File: src/redriver_defines.svh
`ifndef REDRIVER_DEFINES_SVH
`define REDRIVER_DEFINES_SVH

// ----------------------------------------------------------------
// Target addressing
// ----------------------------------------------------------------
`define BANK_BASE_ADDR 7'h18
`define STRAP_FLOAT 3'h4
`define STRAP_SETTLE 2'h2

// ----------------------------------------------------------------
// Page layout and register offsets
// ----------------------------------------------------------------
`define OFS_RX_DETECT 5'h00
`define OFS_EQUALIZER 5'h01
`define OFS_MUTE 5'h02
`define OFS_GAIN 5'h03
`define OFS_GENERAL 8'hE2
`define OFS_EE_STATUS 8'hE3
`define OFS_ID_LOW 8'hF0
`define OFS_ID_HIGH 8'hF1
`define REGION_ALL 3'h4
`define REGION_PAIR_LO 3'h5
`define REGION_PAIR_HI 3'h6
`define REGION_SHARED 3'h7

// ----------------------------------------------------------------
// Field positions and reset values
// ----------------------------------------------------------------
`define GEN_SOFT_RESET_BIT 6
`define GEN_FORCE_LOAD_BIT 0
`define MUTE_BIT 3
`define EQ_RESET 8'h00
`define GAIN_RESET 7'h05

// ----------------------------------------------------------------
// Configuration load
// ----------------------------------------------------------------
`define EE_LAST_CH 3'h7
`define EE_LAST_FIELD 2'h2
`define EE_ATTEMPT_MAX 2'h3

`endif

File: src/redriver_pkg.sv
package redriver_pkg;

   typedef struct packed {
      logic first_boost_bypass;
      logic [3:0] first_boost_level;
      logic [2:0] second_boost_level;
      logic output_silence;
      logic [3:0] midband_boost_profile;
      logic [2:0] flat_gain_select;
   } ch_cfg_t;

   typedef struct packed {
      logic complete;
      logic failed;
      logic [1:0] attempts;
   } ee_status_t;

   typedef enum logic [2:0] {S_IDLE, S_ADDR, S_OFFS, S_WDATA, S_RDATA} smb_state_t;

   typedef enum logic {L_IDLE, L_FETCH} load_state_t;

endpackage

File: src/redriver_smbus_register_bank.sv
`timescale 1ns/1ps
`include "redriver_defines.svh"

// Behaviour
// - Eight channels form two banks of four, each answering its own target address.
// - Address straps are sampled once, shortly after power-on reset releases.
// - Bank address is 0x18 plus twice the strap pair code; second bank adds one.
// - Channel windows are consecutive 32-byte ranges, lowest channel at offset zero.
// - Whole-bank broadcast range writes all four channels, reads the lowest.
// - First pair range writes channels one and two, reads the first.
// - Second pair range writes channels three and four, reads the third.
// - Shared registers sit in the top range and are always accessible.
// - Channels have identical registers; a write to one leaves others untouched.
// - Read-only fields ignore writes; self-clearing bits act once and read zero.
// - Soft reset bit 6 of the general register restores all defaults.
// - Bit 0 of the general register forces a configuration load.
// - Load status: complete bit 7, failed bit 6, attempt count bits 5:4.
// - After power up the configuration is fetched with no host involvement.
// - Identity codes: three bits at 3:1 of one register, eight in the next.
// - Receiver termination per polarity latches in status bits 7 and 6.
// - Equalizer register: bypass bit 7, first boost 6:3, second boost 2:0.
// - Mute register bit 3 silences the output; other bits read zero.
// - Gain register resets to 0x05; reserved fields read zero.
// - Gain register: midband profile 6:3, flat gain select 2:0.
module redriver_smbus_register_bank import redriver_pkg::*; #(
   parameter logic [2:0] ID_LOW_CODE = 3'h5, // This value is arbitrary.
   parameter logic [7:0] ID_HIGH_CODE = 8'hA5 // This value is arbitrary.
) (
   input wire logic clk,
   input wire logic nrst,
   input wire logic scl_in,
   input wire logic sda_in,
   output logic sda_out,
   output logic sda_oe,
   input wire logic [2:0] strap_addr_high,
   input wire logic [2:0] strap_addr_low,
   input wire logic eeprom_autoload_en,
   input wire logic [7:0] rx_term_p,
   input wire logic [7:0] rx_term_n,
   output logic ee_req,
   output logic [4:0] ee_index,
   input wire logic ee_valid,
   input wire logic [7:0] ee_data,
   input wire logic ee_error,
   output logic [6:0] bank0_addr,
   output logic addr_valid,
   output ch_cfg_t [7:0] ch_cfg
);

   // ----------------------------------------------------------------
   // Pin synchronisers
   // ----------------------------------------------------------------
   logic [24:0] async_in;
   logic [24:0] sync1_q;
   logic [24:0] sync2_q;
   logic scl_prev_q;
   logic sda_prev_q;
   logic scl_s, sda_s, autoload_s;
   logic [2:0] strap_hi_s, strap_lo_s;
   logic [7:0] rxp_s, rxn_s;

   assign async_in = {scl_in, sda_in, strap_addr_high, strap_addr_low, eeprom_autoload_en, rx_term_p, rx_term_n};
   assign scl_s = sync2_q[24];
   assign sda_s = sync2_q[23];
   assign strap_hi_s = sync2_q[22:20];
   assign strap_lo_s = sync2_q[19:17];
   assign autoload_s = sync2_q[16];
   assign rxp_s = sync2_q[15:8];
   assign rxn_s = sync2_q[7:0];

   always_ff @(posedge clk or negedge nrst) begin
      if (!nrst) begin
         sync1_q <= 25'h1800000;
         sync2_q <= 25'h1800000;
         scl_prev_q <= 1'b1;
         sda_prev_q <= 1'b1;
      end else begin
         sync1_q <= async_in;
         sync2_q <= sync1_q;
         scl_prev_q <= scl_s;
         sda_prev_q <= sda_s;
      end
   end

   // ----------------------------------------------------------------
   // Strap capture
   // ----------------------------------------------------------------
   // The synchronisers hold reset values for two cycles, so the capture waits for them to fill.
   logic [1:0] cap_cnt_q;
   logic cap_now;
   logic [6:0] bank0_addr_q;
   logic addr_valid_q;

   assign cap_now = (cap_cnt_q == `STRAP_SETTLE);

   always_ff @(posedge clk or negedge nrst) begin
      if (!nrst) begin
         cap_cnt_q <= 2'h0;
         bank0_addr_q <= 7'h00;
         addr_valid_q <= 1'b0;
      end else if (cap_cnt_q != 2'h3) begin
         cap_cnt_q <= cap_cnt_q + 2'h1;
         if (cap_now) begin
            bank0_addr_q <= `BANK_BASE_ADDR + {2'b00, strap_hi_s[1:0], strap_lo_s[1:0], 1'b0};
            addr_valid_q <= (strap_hi_s < `STRAP_FLOAT) && (strap_lo_s < `STRAP_FLOAT);
         end
      end
   end

   assign bank0_addr = bank0_addr_q;
   assign addr_valid = addr_valid_q;

   // ----------------------------------------------------------------
   // Address decode
   // ----------------------------------------------------------------
   function automatic logic [3:0] win_mask(input logic [2:0] region);
      unique case (region)
         `REGION_ALL: win_mask = 4'hF;
         `REGION_PAIR_LO: win_mask = 4'h3;
         `REGION_PAIR_HI: win_mask = 4'hC;
         `REGION_SHARED: win_mask = 4'h0;
         default: win_mask = 4'(4'h1 << region[1:0]);
      endcase
   endfunction

   function automatic logic [1:0] win_read(input logic [2:0] region);
      win_read = region[2] ? {region[1] & ~region[0], 1'b0} : region[1:0];
   endfunction

   smb_state_t st_q;
   logic [3:0] bit_q;
   logic ack_q;
   logic mack_q;
   logic [7:0] shift_q;
   logic [7:0] tx_q;
   logic [7:0] ptr_q;
   logic bank_q;
   logic sda_oe_q;
   logic start_det, stop_det, scl_rise, scl_fall, byte_end;
   logic addr_hit, host_wr, gen_wr, soft_rst, force_load, ack_now;
   logic [2:0] region;
   logic [7:0] wr_mask, chan_wr;

   assign start_det = scl_s & scl_prev_q & sda_prev_q & ~sda_s;
   assign stop_det = scl_s & scl_prev_q & ~sda_prev_q & sda_s;
   assign scl_rise = scl_s & ~scl_prev_q;
   assign scl_fall = ~scl_s & scl_prev_q;
   assign byte_end = scl_fall & ~ack_q & (bit_q == 4'h8);
   assign addr_hit = addr_valid_q & (shift_q[7:2] == bank0_addr_q[6:1]);
   assign region = ptr_q[7:5];
   assign wr_mask = bank_q ? {win_mask(region), 4'h0} : {4'h0, win_mask(region)};
   assign host_wr = byte_end & (st_q == S_WDATA);
   assign chan_wr = wr_mask & {8{host_wr}};
   assign gen_wr = host_wr & (ptr_q == `OFS_GENERAL);
   assign soft_rst = gen_wr & shift_q[`GEN_SOFT_RESET_BIT];
   assign force_load = gen_wr & shift_q[`GEN_FORCE_LOAD_BIT];
   assign ack_now = (st_q == S_ADDR) ? addr_hit : (st_q != S_RDATA);

   // ----------------------------------------------------------------
   // Register storage
   // ----------------------------------------------------------------
   logic [7:0] eq_q [8];
   logic mute_q [8];
   logic [6:0] gain_q [8];
   logic [1:0] rxdet_q [8];
   load_state_t ld_q;
   logic [2:0] ld_ch_q;
   logic [1:0] ld_k_q;
   ee_status_t ee_st_q;
   logic ee_wr_any;

   assign ee_wr_any = ee_valid & ~ee_error & (ld_q == L_FETCH);

   for (genvar c = 0; c < 8; c++) begin : g_ch
      logic ew;
      assign ew = ee_wr_any & (ld_ch_q == 3'(c));

      always_ff @(posedge clk or negedge nrst) begin
         if (!nrst) begin
            eq_q[c] <= `EQ_RESET;
            mute_q[c] <= 1'b0;
            gain_q[c] <= `GAIN_RESET;
         end else if (soft_rst) begin
            eq_q[c] <= `EQ_RESET;
            mute_q[c] <= 1'b0;
            gain_q[c] <= `GAIN_RESET;
         end else if (ew) begin
            if (ld_k_q == 2'h0) eq_q[c] <= ee_data;
            if (ld_k_q == 2'h1) mute_q[c] <= ee_data[`MUTE_BIT];
            if (ld_k_q == 2'h2) gain_q[c] <= ee_data[6:0];
         end else if (chan_wr[c]) begin
            if (ptr_q[4:0] == `OFS_EQUALIZER) eq_q[c] <= shift_q;
            if (ptr_q[4:0] == `OFS_MUTE) mute_q[c] <= shift_q[`MUTE_BIT];
            if (ptr_q[4:0] == `OFS_GAIN) gain_q[c] <= shift_q[6:0];
         end
      end

      // A detection arriving with a soft reset is kept: the set wins.
      always_ff @(posedge clk or negedge nrst) begin
         if (!nrst) begin
            rxdet_q[c] <= 2'b00;
         end else begin
            rxdet_q[c] <= (soft_rst ? 2'b00 : rxdet_q[c]) | {rxp_s[c], rxn_s[c]};
         end
      end

      assign ch_cfg[c] = {eq_q[c], mute_q[c], gain_q[c]};
   end

   // ----------------------------------------------------------------
   // Read path
   // ----------------------------------------------------------------
   logic [2:0] rd_ch;
   logic [7:0] ch_byte, sh_byte, rd_byte;

   assign rd_ch = {bank_q, win_read(region)};
   assign ch_byte = (ptr_q[4:0] == `OFS_RX_DETECT) ? {rxdet_q[rd_ch], 6'h00} :
                    (ptr_q[4:0] == `OFS_EQUALIZER) ? eq_q[rd_ch] :
                    (ptr_q[4:0] == `OFS_MUTE) ? {4'h0, mute_q[rd_ch], 3'h0} :
                    (ptr_q[4:0] == `OFS_GAIN) ? {1'b0, gain_q[rd_ch]} : 8'h00;
   // Identity low bit 0 is undefined, so it is simply driven low.
   assign sh_byte = (ptr_q == `OFS_EE_STATUS) ? {ee_st_q, 4'h0} :
                    (ptr_q == `OFS_ID_LOW) ? {4'h0, ID_LOW_CODE, 1'b0} :
                    (ptr_q == `OFS_ID_HIGH) ? ID_HIGH_CODE : 8'h00;
   assign rd_byte = (region == `REGION_SHARED) ? sh_byte : ch_byte;

   // ----------------------------------------------------------------
   // Management bus target
   // ----------------------------------------------------------------
   always_ff @(posedge clk or negedge nrst) begin
      if (!nrst) begin
         st_q <= S_IDLE;
         bit_q <= 4'h0;
         ack_q <= 1'b0;
         mack_q <= 1'b0;
         shift_q <= 8'h00;
         tx_q <= 8'h00;
         ptr_q <= 8'h00;
         bank_q <= 1'b0;
         sda_oe_q <= 1'b0;
      end else if (start_det) begin
         st_q <= S_ADDR;
         bit_q <= 4'h0;
         ack_q <= 1'b0;
         sda_oe_q <= 1'b0;
      end else if (stop_det) begin
         st_q <= S_IDLE;
         sda_oe_q <= 1'b0;
      end else if (st_q != S_IDLE) begin
         if (scl_rise && ack_q) begin
            mack_q <= ~sda_s;
         end else if (scl_rise && bit_q != 4'h8) begin
            shift_q <= {shift_q[6:0], sda_s};
            bit_q <= bit_q + 4'h1;
         end else if (byte_end) begin
            ack_q <= 1'b1;
            sda_oe_q <= ack_now;
            if (st_q == S_ADDR && addr_hit) bank_q <= shift_q[1];
            if (st_q == S_OFFS) ptr_q <= shift_q;
            if (st_q == S_RDATA) ptr_q <= ptr_q + 8'h01;
         end else if (scl_fall && !ack_q && st_q == S_RDATA) begin
            tx_q <= {tx_q[6:0], 1'b0};
            sda_oe_q <= ~tx_q[6];
         end else if (scl_fall && ack_q) begin
            ack_q <= 1'b0;
            bit_q <= 4'h0;
            sda_oe_q <= 1'b0;
            unique case (st_q)
               S_ADDR: begin
                  if (!addr_hit) begin
                     st_q <= S_IDLE;
                  end else if (shift_q[0]) begin
                     st_q <= S_RDATA;
                     tx_q <= rd_byte;
                     sda_oe_q <= ~rd_byte[7];
                  end else begin
                     st_q <= S_OFFS;
                  end
               end
               S_OFFS: st_q <= S_WDATA;
               S_WDATA: ptr_q <= ptr_q + 8'h01;
               S_RDATA: begin
                  if (mack_q) begin
                     tx_q <= rd_byte;
                     sda_oe_q <= ~rd_byte[7];
                  end else begin
                     st_q <= S_IDLE;
                  end
               end
               S_IDLE: st_q <= S_IDLE;
            endcase
         end
      end
   end

   assign sda_out = 1'b0;
   assign sda_oe = sda_oe_q;

   // ----------------------------------------------------------------
   // Configuration load engine
   // ----------------------------------------------------------------
   // A forced load while a fetch runs is ignored rather than restarting it.
   logic start_load;

   assign start_load = force_load | (cap_now & autoload_s);
   assign ee_req = (ld_q == L_FETCH);
   assign ee_index = {ld_ch_q, ld_k_q};

   always_ff @(posedge clk or negedge nrst) begin
      if (!nrst) begin
         ld_q <= L_IDLE;
         ld_ch_q <= 3'h0;
         ld_k_q <= 2'h0;
         ee_st_q <= '0;
      end else if (soft_rst) begin
         ld_q <= L_IDLE;
         ee_st_q <= '0;
      end else begin
         unique case (ld_q)
            L_IDLE: begin
               if (start_load) begin
                  ld_q <= L_FETCH;
                  ld_ch_q <= 3'h0;
                  ld_k_q <= 2'h0;
                  ee_st_q.complete <= 1'b0;
                  ee_st_q.failed <= 1'b0;
                  if (ee_st_q.attempts != `EE_ATTEMPT_MAX) ee_st_q.attempts <= ee_st_q.attempts + 2'h1;
               end
            end
            L_FETCH: begin
               if (ee_error) begin
                  ld_ch_q <= 3'h0;
                  ld_k_q <= 2'h0;
                  if (ee_st_q.attempts == `EE_ATTEMPT_MAX) begin
                     ld_q <= L_IDLE;
                     ee_st_q.failed <= 1'b1;
                  end else begin
                     ee_st_q.attempts <= ee_st_q.attempts + 2'h1;
                  end
               end else if (ee_valid) begin
                  if (ld_k_q == `EE_LAST_FIELD) begin
                     ld_k_q <= 2'h0;
                     ld_ch_q <= ld_ch_q + 3'h1;
                     if (ld_ch_q == `EE_LAST_CH) begin
                        ld_q <= L_IDLE;
                        ee_st_q.complete <= 1'b1;
                     end
                  end else begin
                     ld_k_q <= ld_k_q + 2'h1;
                  end
               end
            end
         endcase
      end
   end

   // ----------------------------------------------------------------
   // Assertions
   // ----------------------------------------------------------------
   property p_strap_hold;
      @(posedge clk) disable iff (!nrst) (cap_cnt_q == 2'h3) |=> $stable(bank0_addr_q) && $stable(addr_valid_q);
   endproperty
   a_strap_hold: assert property (p_strap_hold) else $error("strap address changed after capture");

   property p_addr_formula;
      @(posedge clk) disable iff (!nrst)
         cap_now |=> bank0_addr_q == 7'(7'h18 + 7'($past(strap_hi_s[1:0]) * 8) + 7'($past(strap_lo_s[1:0]) * 2));
   endproperty
   a_addr_formula: assert property (p_addr_formula) else $error("bank address not base plus twice code");

   property p_float_invalid;
      @(posedge clk) disable iff (!nrst) cap_now && (strap_hi_s == 3'h4 || strap_lo_s == 3'h4) |=> !addr_valid_q;
   endproperty
   a_float_invalid: assert property (p_float_invalid) else $error("floating strap gave a valid address");

   property p_bank_isolated;
      @(posedge clk) disable iff (!nrst) host_wr |-> (bank_q ? wr_mask[3:0] == 4'h0 : wr_mask[7:4] == 4'h0);
   endproperty
   a_bank_isolated: assert property (p_bank_isolated) else $error("write reached the other bank");

   property p_broadcast_all;
      @(posedge clk) disable iff (!nrst) host_wr && region == 3'h4 && ptr_q[4:0] == 5'h01
         |=> eq_q[{bank_q, 2'h0}] == eq_q[{bank_q, 2'h3}] || $past(ee_wr_any);
   endproperty
   a_broadcast_all: assert property (p_broadcast_all) else $error("bank broadcast missed a channel");

   property p_pair_masks;
      @(posedge clk) disable iff (!nrst) host_wr && region[2] && region != 3'h7
         |-> (region == 3'h5 ? (wr_mask[3:0] | wr_mask[7:4]) == 4'h3 :
              region == 3'h6 ? (wr_mask[3:0] | wr_mask[7:4]) == 4'hC : (wr_mask[3:0] | wr_mask[7:4]) == 4'hF);
   endproperty
   a_pair_masks: assert property (p_pair_masks) else $error("pair broadcast mask wrong");

   property p_shared_no_channel;
      @(posedge clk) disable iff (!nrst) host_wr && region == 3'h7 |-> chan_wr == 8'h00;
   endproperty
   a_shared_no_channel: assert property (p_shared_no_channel) else $error("shared write touched a channel");

   property p_single_channel;
      @(posedge clk) disable iff (!nrst) host_wr && region == 3'h0 && !bank_q && !ee_wr_any && !soft_rst
         |=> $stable(eq_q[1]) && $stable(gain_q[2]);
   endproperty
   a_single_channel: assert property (p_single_channel) else $error("channel write leaked sideways");

   property p_soft_reset;
      @(posedge clk) disable iff (!nrst) soft_rst |=> eq_q[5] == 8'h00 && gain_q[5] == 7'h05 && ld_q == L_IDLE;
   endproperty
   a_soft_reset: assert property (p_soft_reset) else $error("soft reset did not restore defaults");

   property p_force_load;
      @(posedge clk) disable iff (!nrst) force_load && !soft_rst && ld_q == L_IDLE |=> ee_req && ee_index == 5'h00;
   endproperty
   a_force_load: assert property (p_force_load) else $error("forced load did not start");

   property p_fail_count;
      @(posedge clk) disable iff (!nrst) $rose(ee_st_q.failed) |-> ee_st_q.attempts == 2'h3 && !ee_req;
   endproperty
   a_fail_count: assert property (p_fail_count) else $error("failure flagged before the last attempt");

   property p_rx_latch;
      @(posedge clk) disable iff (!nrst) rxdet_q[0][1] && !soft_rst |=> rxdet_q[0][1];
   endproperty
   a_rx_latch: assert property (p_rx_latch) else $error("receiver detect flag dropped");

   property p_selfclear_read;
      @(posedge clk) disable iff (!nrst) ptr_q == 8'hE2 |-> rd_byte == 8'h00;
   endproperty
   a_selfclear_read: assert property (p_selfclear_read) else $error("self-clearing bits read back set");

   property p_addr_ack;
      @(posedge clk) disable iff (!nrst) byte_end && st_q == S_ADDR && addr_hit |=> sda_oe ##1 sda_oe;
   endproperty
   a_addr_ack: assert property (p_addr_ack) else $error("matching address not acknowledged");

   c_read_byte: cover property (@(posedge clk) disable iff (!nrst) st_q == S_RDATA && scl_fall && ack_q && mack_q);
   c_bank_write: cover property (@(posedge clk) disable iff (!nrst) host_wr && region == 3'h4);
   c_load_done: cover property (@(posedge clk) disable iff (!nrst) $rose(ee_st_q.complete));
   c_load_fail: cover property (@(posedge clk) disable iff (!nrst) $rose(ee_st_q.failed));

endmodule

File: config.mk
export PLATFORM = sky130hd
export DESIGN_NAME = redriver_smbus_register_bank
export DESIGN_NICKNAME = d
export VERILOG_FILES = /design/src/redriver_pkg.sv /design/src/redriver_smbus_register_bank.sv
export VERILOG_INCLUDE_DIRS = /design/src
export SDC_FILE = /design/constraint.sdc
export NUM_CORES = 1
export LEC_CHECK = 0
export ABC_AREA = 1
export BUFFER_PORTS_ARGS = -buffer_cell sky130_fd_sc_hd__buf_2
export CORE_MARGIN = 2
export CORE_UTILIZATION = 24
export CTS_CLUSTER_SIZE = 20
export DETAILED_ROUTE_END_ITERATION = 6
export GPL_TIMING_DRIVEN = 0
export HOLD_SLACK_MARGIN = 0.05
export PLACE_DENSITY = 0.46
export SLEW_MARGIN = 10
export SYNTH_ARGS = -nofsm -noshare
export SYNTH_HDL_FRONTEND = slang
export SYNTH_SLANG_ARGS = --single-unit
File: constraint.sdc
create_clock -name clk -period 2.7 [get_ports clk]
set_input_delay 0.54 -clock clk [delete_from_list [all_inputs] [get_ports clk]]
set_output_delay 0.54 -clock clk [all_outputs]
set_load 0.01 [all_outputs]
==> out/metrics.cfg <==
[setup_path]
path_cells = inv_2, nand2_2, nor2_2, nand2_1, clkbuf_1, nor3_1, nand3_1, a21oi_1, o21ai_0, nand2_1
setup.worst_path.start_class = flip-flop
crit_slowest_cell = nor3_1
required_ns = 3.21
cp_max_fo = 10
critical_path_class = flip-flop to flip-flop
slowest_delay_ns = 0.57
crit_path_end_kind = flip-flop
path_common_cell = nand2_1
arrival_ns = 3.14

[drt]
via_per_inst = 4.92
wire_per_inst_um = 22.8
drc = 0
wl_um = 54800
drtIter0Drc = 1152
antenna_left = 0
num_vias = 11818
firstDrtPassIters = 7

[power_and_ir_drop]
power.leakage_nw = 7.40
power_density_nw_per_um2 = 728
finalPower_mw = 11.4
peakVddDrop_mv = 0.483

[place]
hpwl_um = 40600
port_buffers = 172
routabilityCongestion = 0.935
placed_area_um2 = 14100
preCtsSetupSlack_ns = -0.373

[synthesis]
synth_cell_type_count = 46
yosysTopAreaCell = dfrtp_1
syn_avg_cell_area_um2 = 8.34
yosys_warnings = 0
ys_top_cells_by_area = dfrtp_1 (46%), nand2_1 (11%), o21ai_0 (7.6%)
synth_top_area_share_pct = 45.9
syn_inst = 1478
ys.flop_type = dfrtp_1
synth_area_um2 = 12300
synth-edff-count = 0
yosysSeqAreaShare_pct = 50.5
synthArstFlopShare_pct = 100
synth-seq-cells = 248

[cts]
cts_tree = done
insertion_delay_ns = 0.60
path_clk_slew_ns = 0.06
cts-root-buf = clkbuf_16
cts_buffers = 30
htreeDepth = 1
clockBufferDepth = 3
cts.sinks = 248

[die]
die_w_um = 231
dieHeight_um = 231
io_pins = 181
num_rows = 83
fp.coreArea_um2 = 51100
start_util_pct = 24.1
die-area_um2 = 53200

[sta]
finClkSkew_ns = 0.0311
layout_setup_ws_ns = 0.0703
drv_slew = 0
worst_slew_pin_slew_ns = 1.16
min_period_ns = 2.63
rsz0062_at_grt = yes
fmax_mhz = 380
tns_ns = 0
timing.final.hold_violations = 0
relSlewSlack_pct = 22.3
setup_viol = 0
timing.final.crit_share_pct = 97.4

[grt]
grt_pass1_vias = 11329
antenna_found_initial = 1
grt_max_degree = 105
track_usage_pct = 20.2
grt_pass1_wl_um = 78500
overflow = 0

[status]
outcome = complete, no violations

[layout]
final_nets = 1751
design_area_um2 = 15600
drive_gt1_share_pct = 23.5
area_growth_pct = 26.5
post-route-util_pct = 30.5

[job]
cap_violations = 0

[worst_hold_path]
hold_class = primary input to flip-flop

metrics by stage:
step | hold slack [ns] | cells
3_5_place_dp | 0.335 | 2334
4_1_cts | 0.0528 | 2395
3_3_place_gp | 0.331 | 2332
6_report | 0.0716 | 2402
2_1_floorplan | 0.244 | 1480
5_1_grt | 0.0537 | 2401
worst paths after layout:
check,start,to,slack [ns],cells after the start
max in group asynchronous,nrst,ch_cfg[19],1.28,3
hold / removal,rx_term_p[7],sync1_q[15],0.07,1
setup / recovery,ptr_q[2],tx_q[6],0.07,10
min in group asynchronous,nrst,bit_q[3],0.52,2
hold reg to reg,sync1_q[17],sync2_q[17],0.35,0
setup reg to reg,ptr_q[2],tx_q[6],0.07,10
cell type report:
type                    instances  area (µm²)
inverters                     134         519
clock buffers                  34         817
well taps                     680         851
flip-flops and latches        248        6230
diodes                          1        2.50
plain buffers                  67         428
repair buffers                186        1030
multi-input cells            1029        5330
repair inverters                1        7.51
clock inverters                22         384
fillers                      5499       35500
flip-flops by register name, indices dropped and copies added (netlist names):
signal	count
addr_valid	1
scl_prev_q	1
ptr_q	8
ee_req	1
sda_prev_q	1
ack_q	1
ee_st_q	4
mack_q	1
tx_q	7
st_q	3
cap_cnt_q	2
bank_q	1
shift_q	8
ld_ch_q	3
rxdet_q	16
ld_k_q	2
sync2_q	25
ch_cfg	128
sda_oe	1
bit_q	4
sync1_q	25
bank0_addr	5
synthesized netlist by cell type, types with 7 or more instances:
library cell    n
o211ai_1       23
clkbuf_1       23
o21ai_1        56
nand3_1        93
o21ai_0       187
dfrtp_1       226
buf_2          27
inv_1         116
nor3_1         11
inv_2          15
a21oi_1        32
o21ai_2        19
o21bai_1        9
a21o_1          7
nand2_1       363
nor2_1         89
ha_1           17
nand4_1         9
a22oi_1        43
buf_6           7
nor2_2         10
dfstp_2        22
nand2_2         9
layer usage:
layer,GRT usage (%),up-vias,wire length [µm]
li1,-,5376,-
met1,28.4,5830,23900
met2,31.2,527,24200
met3,4.67,85,5120
met4,5.28,0,1540
met5,0,-,0
timing repair:
item                       in CTS  in global routing
buffers inserted                1                  6
gates cloned                    1                  1
pin swaps                       0                  5
hold buffers                    4                  0
resized for setup              15                 53
hold endpoints to repair       58                  0
setup endpoints to repair      25                126
logic make-up after synthesis:
kind of cell,share of synthesized area [%]
AO/OA/AOI/OAI,18.9
XOR/XNOR,0.426
adder cells (fa/ha/maj),1.72
buffers and inverters,7.16
flip-flops,50.5
other,0.0304
AND/OR/NAND/NOR,21.2
worst max-delay path, delay by kind of cell, from the launching register on:
kind            cells  cell delay [ns]
compound gates      2             0.41
buf+inv             2             0.48
flops               1             0.43
simple gates        6             1.23
power by group:
group	total, mW	internal [mW]	leakage [nW]	switching [mW]
logic	2.13	0.644	3.68	1.49
registers	4.32	4.04	3.14	0.275
clock network	4.91	3.13	0.579	1.78
total	11.4	7.81	7.40	3.54
layout by cell type (no fill, tap or decap), types with 7 or more instances in the layout:
cell and instances:
clkbuf_2 8, nand4_1 9, o211ai_1 23, bufinv_16 10, buf_6 11, nor3_2 8
dfstp_2 22, nand2_2 7, a21o_1 7, o21ai_2 20, buf_4 13, nor3_1 9
inv_1 114, clkbuf_1 14, o21ai_1 55, nor2_4 11, clkbuf_16 31, inv_2 16
nand2_1 362, nor2_1 88, buf_2 189, a21oi_1 32, nand3_1 92, o21bai_1 9
a22oi_1 40, ha_1 17, dfrtp_1 226, clkbuf_4 8, o21ai_0 185
No activity file was read; power rests on OpenSTA's default activity.
